<file path="config.mk">
export PLATFORM = sky130hd
export DESIGN_NAME = bpc_host
export DESIGN_NICKNAME = d
export VERILOG_FILES = /design/src/hw/bpc_pkg.sv /design/src/hw/bpc_bus_cycle.sv /design/src/hw/bpc_host.sv
export SDC_FILE = /design/constraint.sdc
export NUM_CORES = 1
export LEC_CHECK = 0
export ABC_CLOCK_PERIOD_IN_PS = 3600
export BUFFER_PORTS_ARGS = -buffer_cell sky130_fd_sc_hd__buf_4
export CAP_MARGIN = 0
export CELL_PAD_IN_SITES_DETAIL_PLACEMENT = 1
export CELL_PAD_IN_SITES_GLOBAL_PLACEMENT = 2
export CORE_MARGIN = 8
export CORE_UTILIZATION = 37
export CTS_CLUSTER_SIZE = 16
export DETAILED_ROUTE_END_ITERATION = 10
export PLACE_DENSITY = 0.87
export SLEW_MARGIN = 20
export SYNTH_ARGS = -nofsm -noshare
export SYNTH_HDL_FRONTEND = slang
export SYNTH_HIERARCHICAL = 1
export SYNTH_SLANG_ARGS = --single-unit
</file>
<file path="constraint.sdc">
create_clock -name i_mclk -period 3.6 [get_ports i_mclk]
set_input_delay 0.36 -clock i_mclk [delete_from_list [all_inputs] [get_ports i_mclk]]
set_output_delay 0.36 -clock i_mclk [all_outputs]
set_load 0.03 [all_outputs]
</file>
<file path="src/hw/bpc_pkg.sv">
// Constants, types and the cycle-step table for the block-protection command host.
// Assumes a 40 MHz system clock and an asynchronous parallel flash on the far side.
package bpc_pkg;

    localparam int ADDR_W = 25;
    localparam int DATA_W = 16;

    // Timing in nanoseconds, and the clock counts derived from it.
    localparam int CLK_PERIOD_NS = 25;
    localparam int T_WP_NS = 35;
    localparam int T_ACC_NS = 70;
    localparam int T_UNLOCK_GAP_NS = 6000;
    localparam int SYNC_STAGES = 2;
    localparam logic [3:0] WP_CYC = 4'((T_WP_NS + CLK_PERIOD_NS - 1) / CLK_PERIOD_NS);
    localparam logic [3:0] RD_WAIT_CYC =
        4'((T_ACC_NS + CLK_PERIOD_NS - 1) / CLK_PERIOD_NS + SYNC_STAGES + 1);
    localparam logic [7:0] GAP_CYC =
        8'((T_UNLOCK_GAP_NS + CLK_PERIOD_NS - 1) / CLK_PERIOD_NS);

    // Flash bus addresses and codes.
    localparam logic [24:0] A_X8_FIRST = 25'h0000AAA;
    localparam logic [24:0] A_X8_SECOND = 25'h0000555;
    localparam logic [24:0] A_X16_FIRST = 25'h0000555;
    localparam logic [24:0] A_X16_SECOND = 25'h00002AA;
    localparam logic [24:0] A_ZERO = 25'h0000000;
    localparam logic [7:0] C_UNLOCK1 = 8'hAA;
    localparam logic [7:0] C_UNLOCK2 = 8'h55;
    localparam logic [7:0] C_EXIT1 = 8'h90;
    localparam logic [7:0] C_EXIT2 = 8'h00;
    localparam logic [7:0] C_PROG = 8'hA0;
    localparam logic [7:0] C_PW_UNLOCK1 = 8'h25;
    localparam logic [7:0] C_PW_UNLOCK2 = 8'h03;
    localparam logic [7:0] C_PW_CONFIRM = 8'h29;
    localparam logic [7:0] C_CLR_ALL1 = 8'h80;
    localparam logic [7:0] C_CLR_ALL2 = 8'h30;
    localparam logic [7:0] BIT_PROTECT = 8'h00;
    localparam logic [7:0] BIT_UNPROTECT = 8'h01;

    // Set-entry codes that software places in the data register for an entry command.
    localparam logic [7:0] SET_LOCK_REG = 8'h40;
    localparam logic [7:0] SET_PASSWORD = 8'h60;
    localparam logic [7:0] SET_NV_PROT = 8'hC0;
    localparam logic [7:0] SET_NV_LOCK = 8'h50;
    localparam logic [7:0] SET_VOL_PROT = 8'hE0;
    localparam logic [7:0] SET_EXT_MEM = 8'h88;

    // Host command codes.
    localparam logic [3:0] CMD_ENTER = 4'h0;
    localparam logic [3:0] CMD_EXIT = 4'h1;
    localparam logic [3:0] CMD_PROG_LOCK = 4'h2;
    localparam logic [3:0] CMD_READ_ONE = 4'h3;
    localparam logic [3:0] CMD_PROG_PW = 4'h4;
    localparam logic [3:0] CMD_READ_PW = 4'h5;
    localparam logic [3:0] CMD_UNLOCK_PW = 4'h6;
    localparam logic [3:0] CMD_NV_PROG = 4'h7;
    localparam logic [3:0] CMD_NV_CLEAR = 4'h8;
    localparam logic [3:0] CMD_VOL_SET = 4'h9;
    localparam logic [3:0] CMD_VOL_CLR = 4'hA;
    localparam logic [3:0] CMD_PROG_LOCKBIT = 4'hB;
    localparam logic [3:0] CMD_LAST = 4'hB;

    // Register offsets (byte addresses) and fields.
    localparam logic [7:0] REG_CMD = 8'h00;
    localparam logic [7:0] REG_CONFIG = 8'h04;
    localparam logic [7:0] REG_ADDR = 8'h08;
    localparam logic [7:0] REG_WDATA = 8'h0C;
    localparam logic [7:0] REG_PW_LO = 8'h10;
    localparam logic [7:0] REG_PW_HI = 8'h14;
    localparam logic [7:0] REG_STATUS = 8'h18;
    localparam logic [7:0] REG_PW_RD_LO = 8'h1C;
    localparam logic [7:0] REG_PW_RD_HI = 8'h20;
    localparam int CFG_BYTE_MODE_BIT = 0;
    localparam int ST_BUSY_BIT = 0;
    localparam int ST_GAP_BIT = 1;
    localparam int ST_REJECT_BIT = 2;
    localparam int ST_RDATA_LSB = 16;
    localparam logic CFG_BYTE_MODE_RESET = 1'b0;
    localparam logic [63:0] PW_RESET = 64'hFFFFFFFFFFFFFFFF;

    typedef struct packed {
        logic last;
        logic rd;
        logic [24:0] addr;
        logic [15:0] data;
    } bpc_step_t;

    function automatic logic [15:0] bpc_portion(input logic [63:0] pw, input logic [2:0] n,
                                                input logic byte_mode);
        if (byte_mode) begin
            bpc_portion = {8'h00, pw[{n, 3'b000} +: 8]};
        end else begin
            bpc_portion = pw[{n[1:0], 4'b0000} +: 16];
        end
    endfunction

    function automatic bpc_step_t bpc_wr(input logic last, input logic [24:0] a,
                                         input logic [15:0] d);
        bpc_wr = '{last: last, rd: 1'b0, addr: a, data: d};
    endfunction

    // One bus cycle of a host command, selected by its position in the sequence.
    function automatic bpc_step_t bpc_step(input logic [3:0] cmd, input logic [3:0] idx,
                                           input logic byte_mode, input logic [24:0] addr,
                                           input logic [15:0] wdata, input logic [63:0] pw);
        logic [24:0] a1;
        logic [24:0] a2;
        logic [3:0] n_pw;
        a1 = byte_mode ? A_X8_FIRST : A_X16_FIRST;
        a2 = byte_mode ? A_X8_SECOND : A_X16_SECOND;
        n_pw = byte_mode ? 4'h8 : 4'h4;
        bpc_step = '{last: 1'b1, rd: 1'b1, addr: addr, data: 16'h0000};
        case (cmd)
            CMD_ENTER: begin
                if (idx == 4'h0) begin
                    bpc_step = bpc_wr(1'b0, a1, {8'h00, C_UNLOCK1});
                end else if (idx == 4'h1) begin
                    bpc_step = bpc_wr(1'b0, a2, {8'h00, C_UNLOCK2});
                end else begin
                    bpc_step = bpc_wr(1'b1, a1, {8'h00, wdata[7:0]});
                end
            end
            CMD_EXIT: begin
                bpc_step = bpc_wr(idx != 4'h0, A_ZERO,
                                  {8'h00, (idx == 4'h0) ? C_EXIT1 : C_EXIT2});
            end
            CMD_PROG_LOCK, CMD_PROG_PW: begin
                if (idx == 4'h0) begin
                    bpc_step = bpc_wr(1'b0, A_ZERO, {8'h00, C_PROG});
                end else begin
                    bpc_step = bpc_wr(1'b1, addr, wdata);
                end
            end
            CMD_READ_PW: begin
                bpc_step = '{last: idx == n_pw - 4'h1, rd: 1'b1, addr: 25'(idx),
                             data: 16'h0000};
            end
            CMD_UNLOCK_PW: begin
                if (idx == 4'h0) begin
                    bpc_step = bpc_wr(1'b0, A_ZERO, {8'h00, C_PW_UNLOCK1});
                end else if (idx == 4'h1) begin
                    bpc_step = bpc_wr(1'b0, A_ZERO, {8'h00, C_PW_UNLOCK2});
                end else if (idx < n_pw + 4'h2) begin
                    bpc_step = bpc_wr(1'b0, 25'(idx - 4'h2),
                                      bpc_portion(pw, 3'(idx - 4'h2), byte_mode));
                end else begin
                    bpc_step = bpc_wr(1'b1, A_ZERO, {8'h00, C_PW_CONFIRM});
                end
            end
            CMD_NV_PROG, CMD_VOL_SET, CMD_VOL_CLR, CMD_PROG_LOCKBIT: begin
                if (idx == 4'h0) begin
                    bpc_step = bpc_wr(1'b0, A_ZERO, {8'h00, C_PROG});
                end else begin
                    bpc_step = bpc_wr(1'b1, (cmd == CMD_PROG_LOCKBIT) ? A_ZERO : addr,
                                      {8'h00, (cmd == CMD_VOL_CLR) ? BIT_UNPROTECT
                                                                   : BIT_PROTECT});
                end
            end
            CMD_NV_CLEAR: begin
                bpc_step = bpc_wr(idx != 4'h0, A_ZERO,
                                  {8'h00, (idx == 4'h0) ? C_CLR_ALL1 : C_CLR_ALL2});
            end
            default: begin
                bpc_step = '{last: 1'b1, rd: 1'b1, addr: addr, data: 16'h0000};
            end
        endcase
    endfunction

endpackage
</file>
<file path="src/hw/bpc_bus_cycle.sv">
// One asynchronous flash bus cycle, write or read, timed from the system clock.
// Assumes the flash data pins arrive asynchronously and are synchronised here.
`timescale 1ns/1ps
module bpc_bus_cycle (
    input wire logic i_mclk,
    input wire logic i_sys_rst,
    input wire logic i_start,
    input wire logic i_rd,
    input wire logic [24:0] i_addr,
    input wire logic [15:0] i_data,
    output logic o_done,
    output logic [15:0] o_rdata,
    output logic o_ce_n,
    output logic o_oe_n,
    output logic o_we_n,
    output logic [24:0] o_addr,
    output logic [15:0] o_dq_out,
    output logic o_dq_oe,
    input wire logic [15:0] i_dq
);
    typedef enum logic [3:0] {
        CY_IDLE = 4'b0001,
        CY_SETUP = 4'b0010,
        CY_STROBE = 4'b0100,
        CY_HOLD = 4'b1000
    } bpc_cyc_t;

    bpc_cyc_t state, next_state;
    logic rd, next_rd;
    logic [3:0] cnt, next_cnt;
    logic ce_n, next_ce_n, oe_n, next_oe_n, we_n, next_we_n;
    logic [24:0] addr, next_addr;
    logic [15:0] dq_out, next_dq_out, rdata, next_rdata;
    logic dq_oe, next_dq_oe, done, next_done;
    logic [15:0] dq_meta, dq_sync;

    always_comb begin
        next_state = state;
        next_rd = rd;
        next_cnt = cnt;
        next_ce_n = ce_n;
        next_oe_n = oe_n;
        next_we_n = we_n;
        next_addr = addr;
        next_dq_out = dq_out;
        next_dq_oe = dq_oe;
        next_rdata = rdata;
        next_done = 1'b0;
        case (state)
            CY_IDLE: begin
                if (i_start) begin
                    next_rd = i_rd;
                    next_addr = i_addr;
                    next_dq_out = i_rd ? 16'h0000 : i_data;
                    next_dq_oe = ~i_rd;
                    next_ce_n = 1'b0;
                    next_state = CY_SETUP;
                end
            end
            CY_SETUP: begin
                // Reads never drive the data pins, so the host only asserts output enable.
                if (rd) begin
                    next_oe_n = 1'b0;
                    next_cnt = bpc_pkg::RD_WAIT_CYC;
                end else begin
                    next_we_n = 1'b0;
                    next_cnt = bpc_pkg::WP_CYC;
                end
                next_state = CY_STROBE;
            end
            CY_STROBE: begin
                if (cnt > 4'h1) begin
                    next_cnt = cnt - 4'h1;
                end else begin
                    if (rd) begin
                        next_rdata = dq_sync;
                    end
                    next_oe_n = 1'b1;
                    next_we_n = 1'b1;
                    next_state = CY_HOLD;
                end
            end
            CY_HOLD: begin
                next_ce_n = 1'b1;
                next_dq_oe = 1'b0;
                next_done = 1'b1;
                next_state = CY_IDLE;
            end
            default: begin
                next_state = CY_IDLE;
            end
        endcase
    end

    always_ff @(posedge i_mclk) begin
        dq_meta <= i_dq;
        dq_sync <= dq_meta;
        if (i_sys_rst) begin
            state <= CY_IDLE;
            rd <= 1'b0;
            cnt <= 4'h0;
            ce_n <= 1'b1;
            oe_n <= 1'b1;
            we_n <= 1'b1;
            addr <= 25'h0000000;
            dq_out <= 16'h0000;
            dq_oe <= 1'b0;
            rdata <= 16'h0000;
            done <= 1'b0;
        end else begin
            state <= next_state;
            rd <= next_rd;
            cnt <= next_cnt;
            ce_n <= next_ce_n;
            oe_n <= next_oe_n;
            we_n <= next_we_n;
            addr <= next_addr;
            dq_out <= next_dq_out;
            dq_oe <= next_dq_oe;
            rdata <= next_rdata;
            done <= next_done;
        end
    end

    assign o_done = done;
    assign o_rdata = rdata;
    assign o_ce_n = ce_n;
    assign o_oe_n = oe_n;
    assign o_we_n = we_n;
    assign o_addr = addr;
    assign o_dq_out = dq_out;
    assign o_dq_oe = dq_oe;

endmodule

</file>
<file path="src/hw/bpc_host.sv">
// Host controller that runs block-protection command sequences on a parallel flash.
// Assumes software on a plain register port and an asynchronous flash on the pins.
//
// The register offsets and the plain strobed port are this design's own decisions.
`timescale 1ns/1ps

module bpc_host (
    input wire logic i_mclk,
    input wire logic i_sys_rst,
    input wire logic [7:0] i_reg_addr,
    input wire logic [31:0] i_reg_wdata,
    input wire logic i_reg_wr,
    input wire logic i_reg_rd,
    output logic [31:0] o_reg_rdata,
    output logic o_flash_ce_n,
    output logic o_flash_oe_n,
    output logic o_flash_we_n,
    output logic o_flash_byte_n,
    output logic [24:0] o_flash_addr,
    output logic [15:0] o_flash_dq_out,
    output logic o_flash_dq_oe,
    input wire logic [15:0] i_flash_dq
);
    typedef enum logic [3:0] {
        ST_IDLE = 4'b0001,
        ST_GAP = 4'b0010,
        ST_ISSUE = 4'b0100,
        ST_WAIT = 4'b1000
    } bpc_state_t;

    bpc_state_t state, next_state;
    logic [3:0] cmd, next_cmd, idx, next_idx;
    logic byte_mode, next_byte_mode, byte_n, next_byte_n;
    logic [24:0] addr_r, next_addr_r;
    logic [15:0] wdata_r, next_wdata_r, last_rd, next_last_rd;
    logic [63:0] pw_w, next_pw_w, pw_rd, next_pw_rd;
    logic [7:0] gap_cnt, next_gap_cnt;
    logic reject, next_reject;
    logic start, next_start;
    logic [31:0] rdata, next_rdata;
    bpc_pkg::bpc_step_t step, next_step, cur_step;
    logic eng_done;
    logic [15:0] eng_rdata;
    logic busy;
    logic [31:0] status_word;

    assign busy = (state != ST_IDLE);
    assign cur_step = bpc_pkg::bpc_step(cmd, idx, byte_mode, addr_r, wdata_r, pw_w);
    assign status_word = {last_rd, 13'h0000, reject, (gap_cnt != 8'h00), busy};

    always_comb begin
        next_state = state;
        next_cmd = cmd;
        next_idx = idx;
        next_byte_mode = byte_mode;
        next_addr_r = addr_r;
        next_wdata_r = wdata_r;
        next_pw_w = pw_w;
        next_pw_rd = pw_rd;
        next_last_rd = last_rd;
        next_reject = reject;
        next_step = step;
        next_start = 1'b0;
        // Spacing counter runs from the end of the last unlock confirm cycle.
        next_gap_cnt = (gap_cnt != 8'h00) ? gap_cnt - 8'h01 : 8'h00;

        // Software writes; settings are frozen while a sequence runs so that the
        // cycle table never changes under a command in flight.
        if (i_reg_wr && !busy) begin
            case (i_reg_addr)
                bpc_pkg::REG_CMD: begin
                    if (i_reg_wdata[3:0] <= bpc_pkg::CMD_LAST) begin
                        next_cmd = i_reg_wdata[3:0];
                        next_idx = 4'h0;
                        next_reject = 1'b0;
                        // Hold an early unlock back instead of letting the device drop it.
                        if (i_reg_wdata[3:0] == bpc_pkg::CMD_UNLOCK_PW && gap_cnt != 8'h00) begin
                            next_state = ST_GAP;
                        end else begin
                            next_state = ST_ISSUE;
                        end
                    end else begin
                        next_reject = 1'b1;
                    end
                end
                bpc_pkg::REG_CONFIG: begin
                    next_byte_mode = i_reg_wdata[bpc_pkg::CFG_BYTE_MODE_BIT];
                end
                bpc_pkg::REG_ADDR: begin
                    next_addr_r = i_reg_wdata[24:0];
                end
                bpc_pkg::REG_WDATA: begin
                    next_wdata_r = i_reg_wdata[15:0];
                end
                bpc_pkg::REG_PW_LO: begin
                    next_pw_w[31:0] = i_reg_wdata;
                end
                bpc_pkg::REG_PW_HI: begin
                    next_pw_w[63:32] = i_reg_wdata;
                end
                default: begin
                end
            endcase
        end else if (i_reg_wr && i_reg_addr == bpc_pkg::REG_CMD) begin
            next_reject = 1'b1;
        end

        case (state)
            ST_IDLE: begin
            end
            ST_GAP: begin
                if (gap_cnt == 8'h00) begin
                    next_state = ST_ISSUE;
                end
            end
            ST_ISSUE: begin
                // The step table fills in addresses and codes for every sequence.
                next_step = cur_step;
                next_start = 1'b1;
                next_state = ST_WAIT;
            end
            ST_WAIT: begin
                if (eng_done) begin
                    if (step.rd) begin
                        next_last_rd = eng_rdata;
                        if (cmd == bpc_pkg::CMD_READ_PW) begin
                            if (byte_mode) begin
                                next_pw_rd[{idx[2:0], 3'b000} +: 8] = eng_rdata[7:0];
                            end else begin
                                next_pw_rd[{idx[1:0], 4'b0000} +: 16] = eng_rdata;
                            end
                        end
                    end
                    if (step.last) begin
                        next_state = ST_IDLE;
                        if (cmd == bpc_pkg::CMD_UNLOCK_PW) begin
                            next_gap_cnt = bpc_pkg::GAP_CYC;
                        end
                    end else begin
                        next_idx = idx + 4'h1;
                        next_state = ST_ISSUE;
                    end
                end
            end
            default: begin
                next_state = ST_IDLE;
            end
        endcase

        next_byte_n = ~next_byte_mode;
        next_rdata = 32'h00000000;
        if (i_reg_rd) begin
            case (i_reg_addr)
                bpc_pkg::REG_CMD: next_rdata = {28'h0000000, cmd};
                bpc_pkg::REG_CONFIG: next_rdata = {31'h00000000, byte_mode};
                bpc_pkg::REG_ADDR: next_rdata = {7'h00, addr_r};
                bpc_pkg::REG_WDATA: next_rdata = {16'h0000, wdata_r};
                bpc_pkg::REG_PW_LO: next_rdata = pw_w[31:0];
                bpc_pkg::REG_PW_HI: next_rdata = pw_w[63:32];
                bpc_pkg::REG_STATUS: next_rdata = status_word;
                bpc_pkg::REG_PW_RD_LO: next_rdata = pw_rd[31:0];
                bpc_pkg::REG_PW_RD_HI: next_rdata = pw_rd[63:32];
                default: next_rdata = 32'h00000000;
            endcase
        end
    end

    always_ff @(posedge i_mclk) begin
        if (i_sys_rst) begin
            state <= ST_IDLE;
            cmd <= bpc_pkg::CMD_ENTER;
            idx <= 4'h0;
            byte_mode <= bpc_pkg::CFG_BYTE_MODE_RESET;
            byte_n <= ~bpc_pkg::CFG_BYTE_MODE_RESET;
            addr_r <= 25'h0000000;
            wdata_r <= 16'h0000;
            pw_w <= bpc_pkg::PW_RESET;
            pw_rd <= 64'h0000000000000000;
            last_rd <= 16'h0000;
            gap_cnt <= 8'h00;
            reject <= 1'b0;
            step <= '0;
            start <= 1'b0;
            rdata <= 32'h00000000;
        end else begin
            state <= next_state;
            cmd <= next_cmd;
            idx <= next_idx;
            byte_mode <= next_byte_mode;
            byte_n <= next_byte_n;
            addr_r <= next_addr_r;
            wdata_r <= next_wdata_r;
            pw_w <= next_pw_w;
            pw_rd <= next_pw_rd;
            last_rd <= next_last_rd;
            gap_cnt <= next_gap_cnt;
            reject <= next_reject;
            step <= next_step;
            start <= next_start;
            rdata <= next_rdata;
        end
    end

    bpc_bus_cycle u_cycle (
        .i_mclk(i_mclk),
        .i_sys_rst(i_sys_rst),
        .i_start(start),
        .i_rd(step.rd),
        .i_addr(step.addr),
        .i_data(step.data),
        .o_done(eng_done),
        .o_rdata(eng_rdata),
        .o_ce_n(o_flash_ce_n),
        .o_oe_n(o_flash_oe_n),
        .o_we_n(o_flash_we_n),
        .o_addr(o_flash_addr),
        .o_dq_out(o_flash_dq_out),
        .o_dq_oe(o_flash_dq_oe),
        .i_dq(i_flash_dq)
    );

    // The width pin follows the configuration register; low selects the 8-bit bus.
    assign o_flash_byte_n = byte_n;
    assign o_reg_rdata = rdata;

endmodule

</file>
==> flow_summary.toml <==
[placed_design]
gp_congestion = 0.925
io_buffers = 137
dp_cells = 2535
dp_hpwl_mm = 48.5

[pwr]
p_per_area_nw_per_um2 = 464
vdd_drop_max_uv = 277
p_leak_uw = 0.00686

[route]
first_pass_iters = 7
drc = 0
wl_per_cell_microns = 25.6
ant_nets = 0
totalWireLength_mm = 67.4
vias_per_cell = 5.94
drtIter0Drc = 1504
vias = 15640

[global_route]
overflow = 0
grtUsageTotal_pct = 24.3
grt_pass1_vias = 15809
grt_pass1_wl_mm = 100
antenna_found_initial = 1
grt_start_max_net_pins = 162

[logic_synthesis]
synth.area.top_cells = "dfxtp_1 (45%), nand2_1 (6.4%), a21oi_1 (6.1%)"
synth_ff_type = "dfxtp_1"
yosys.area_share.xor_xnor_pct = 0.511
synth_area_sq_um = 17100
synthAdderAreaFrac_pct = 1.17
yosys_register_bits = 387
ys_types = 84
synth_top_cell_by_area = "dfxtp_1"
synth_edf_count = 0
synth_top_cell_area_share_pct = 45.2
ys_async_sr_fraction_pct = 0
yosysWarnings = 6
ys_seq_area_share_pct = 45.2
syn_area_per_cell_sq_um = 8.95
syn-num-nets = 1991
syn_inst = 1915
yosys.area_share.simple_pct = 20.6
synth_compound_area_share_pct = 21.4
synthMuxAreaShare_pct = 6.31
synth_top_family_by_area = "compound AO/OA/AOI/OAI gates"

[timing]
fin_worst_skew_ps = 28.0
clock.fmax_mhz = 316
finalSetupViolCount = 0
rsz0062_at_grt = "false"
slew_headroom_pct = 22.2
min_period_over_period_pct = 87.8
slew_viol_final = 0
hold_violations = 0
fin_setup_tns_ps = 0
min_period_ps = 3160
tightest_slew_ps = 1150

[worst_setup_path]
path_cells = "clkinv_1 > ha_1 > ha_1 > nor2b_1 > nand4_1 > a21oi_1 > nand3_1 > a21oi_1"
critPathArrivalTime_ps = 3660
crit_fanout = 11
cp_slowest_cell = "a21oi_1"
crit_buf_inv = 1
worst-setup-path-type = "reg -> reg"
crit_required_ps = 4100
cp_top_family = "adder cells"
crit_path_max_incr_delay_ps = 520
startpoint_type = "register"
cp-end-kind = "register"

[layout]
syn2layout_area_growth_pct = 17.9
drive_above_1_share_pct = 15.7
finalNonFillerCells = 2633
nets = 2072

[floorplanning]
die_h_microns = 231
num_rows = 79
die_w_microns = 231
initial_core_util_pct = 37.1
coreArea_sq_um = 46200
die-area_sq_um = 53500
io_pins = 138

[clocking]
cts_setup_buffers = 0
cts_root_buf = "clkbuf_16"
cts_resized = 0
clkTransAtPathRegs_ps = 60
clk_latency_ps = 580
clk_path_buf_depth = 3
h-tree-depth = 2
cts_made_buffers = 43
cts_sinks = 387
tritoncts = "built"

[flow_run]
cap_violations = 0

[run_status]
status = "completed"

[min_path]
min_path_type = "in -> reg"
==> logic make-up (layout without fill, tap and decap cells) <==
logic type | Yosys count | count (layout)
flops | 387 | 387
compound gates | 535 | 535
mux | 69 | 69
fa+ha+maj | 16 | 16
xor+xnor | 10 | 10
buf+inv | 184 | 294
simple gates | 714 | 714
other cells | 0 | 1
==> registers in the layout (all words and copies together) (netlist names), 4 cells and up <==
| name | count |
|---|---|
| u_cycle/o_addr | 25 |
| idx | 4 |
| state | 4 |
| u_cycle/dq_sync | 16 |
| last_rd | 16 |
| u_cycle/cnt | 4 |
| step | 43 |
| addr_r | 25 |
| pw_w | 64 |
| u_cycle/o_rdata | 16 |
| pw_rd | 64 |
| wdata_r | 16 |
| u_cycle/dq_meta | 16 |
| gap_cnt | 8 |
| o_reg_rdata | 32 |
| u_cycle/o_dq_out | 16 |
| u_cycle/state | 4 |
| cmd | 4 |
==> power breakdown <==
group	total [uW]	leakage [uW]	internal, uW	switching (uW)
registers	4380	0.00313	4340	38.7
logic	454	0.00304	177	278
clock network	4540	0.000693	2690	1860
==> metal layers <==
metal | vias up | global-route usage [%] | routed length [microns]
met4 | 0 | 11.4 | 3300
met2 | 571 | 40.4 | 31900
met1 | 7819 | 30.3 | 27800
li1 | 7114 | - | -
met3 | 136 | 4.41 | 4400
met5 | - | 0 | 0
==> area by class of cell <==
type | instances | area [sq um]
Fill cell | 5277 | 25900
Inverter | 19 | 71.3
Multi-Input combinational cell | 1344 | 8600
Timing Repair Buffer | 201 | 1600
Clock buffer | 55 | 1180
Clock inverter | 19 | 249
Sequential cell | 387 | 7750
Antenna cell | 1 | 2.50
Tap cell | 607 | 759
==> per-stage QoR <==
step	total power, uW	util (%)	cell area [sq um]	hold WS, ps	setup WS (ps)
after global routing	9690	43.8	20200	10.9	271
after floorplan	4720	-	17100	310	450
after CTS	9460	43.8	20200	1.56	534
after detailed placement	4910	40.2	18500	316	563
after global placement	4880	40.2	18500	317	701
final	9370	43.8	20200	17.6	438
==> worst paths after layout <==
kind                                         start            endpoint  slack, ps  cells after the start
worst max-delay path                        idx[0]            pw_rd[5]        440                      8
worst min register to register  u_cycle/dq_meta[1]  u_cycle/dq_sync[1]        330                      0
worst max register to register              idx[0]            pw_rd[5]        440                      8
worst min-delay path               i_reg_wdata[17]            pw_w[49]         20                      2
==> cell usage in the layout, fill, tap and decap left out, types with 6 or more instances in the layout <==
| cell type | n |
|---|---|
| or3_1 | 8 |
| a21oi_1 | 209 |
| nand2_1 | 291 |
| clkbuf_16 | 45 |
| dlygate4sd3_1 | 23 |
| clkbuf_1 | 8 |
| mux4_2 | 31 |
| nand4_1 | 13 |
| a2bb2oi_1 | 6 |
| clkinv_2 | 7 |
| a222oi_1 | 15 |
| mux2i_1 | 36 |
| o22ai_1 | 8 |
| ha_1 | 16 |
| nand3b_1 | 19 |
| o2bb2ai_1 | 9 |
| nand2b_1 | 22 |
| a221oi_1 | 18 |
| nor2b_1 | 42 |
| a211o_1 | 69 |
| buf_4 | 175 |
| o21ai_0 | 13 |
| nor2_1 | 126 |
| and3_1 | 44 |
| dfxtp_1 | 385 |
| or2_2 | 7 |
| nor4_1 | 7 |
| inv_1 | 17 |
| xor2_1 | 8 |
| nor3_1 | 37 |
| nand3_1 | 49 |
| a22oi_1 | 69 |
| a211oi_1 | 37 |
| a31oi_1 | 40 |
| nor3b_1 | 7 |
| and2_1 | 9 |
==> synth_stat cells, types with 40 or more instances <==
library cell  number
a21oi_1          209
nand3_1           49
nand2_1          291
nor2_1           126
clkbuf_1          99
buf_2             48
dfxtp_1          387
a22oi_1           69
nor2b_1           42
a31oi_1           40
and3_1            44
a211o_1           69
==> repair_timing <==
action	4_1_cts	5_1_grt
hold buffers	23	0
endpoints found under the setup margin	0	0
endpoints found under the hold margin	23	0
Power figures use the tool's default switching activity.
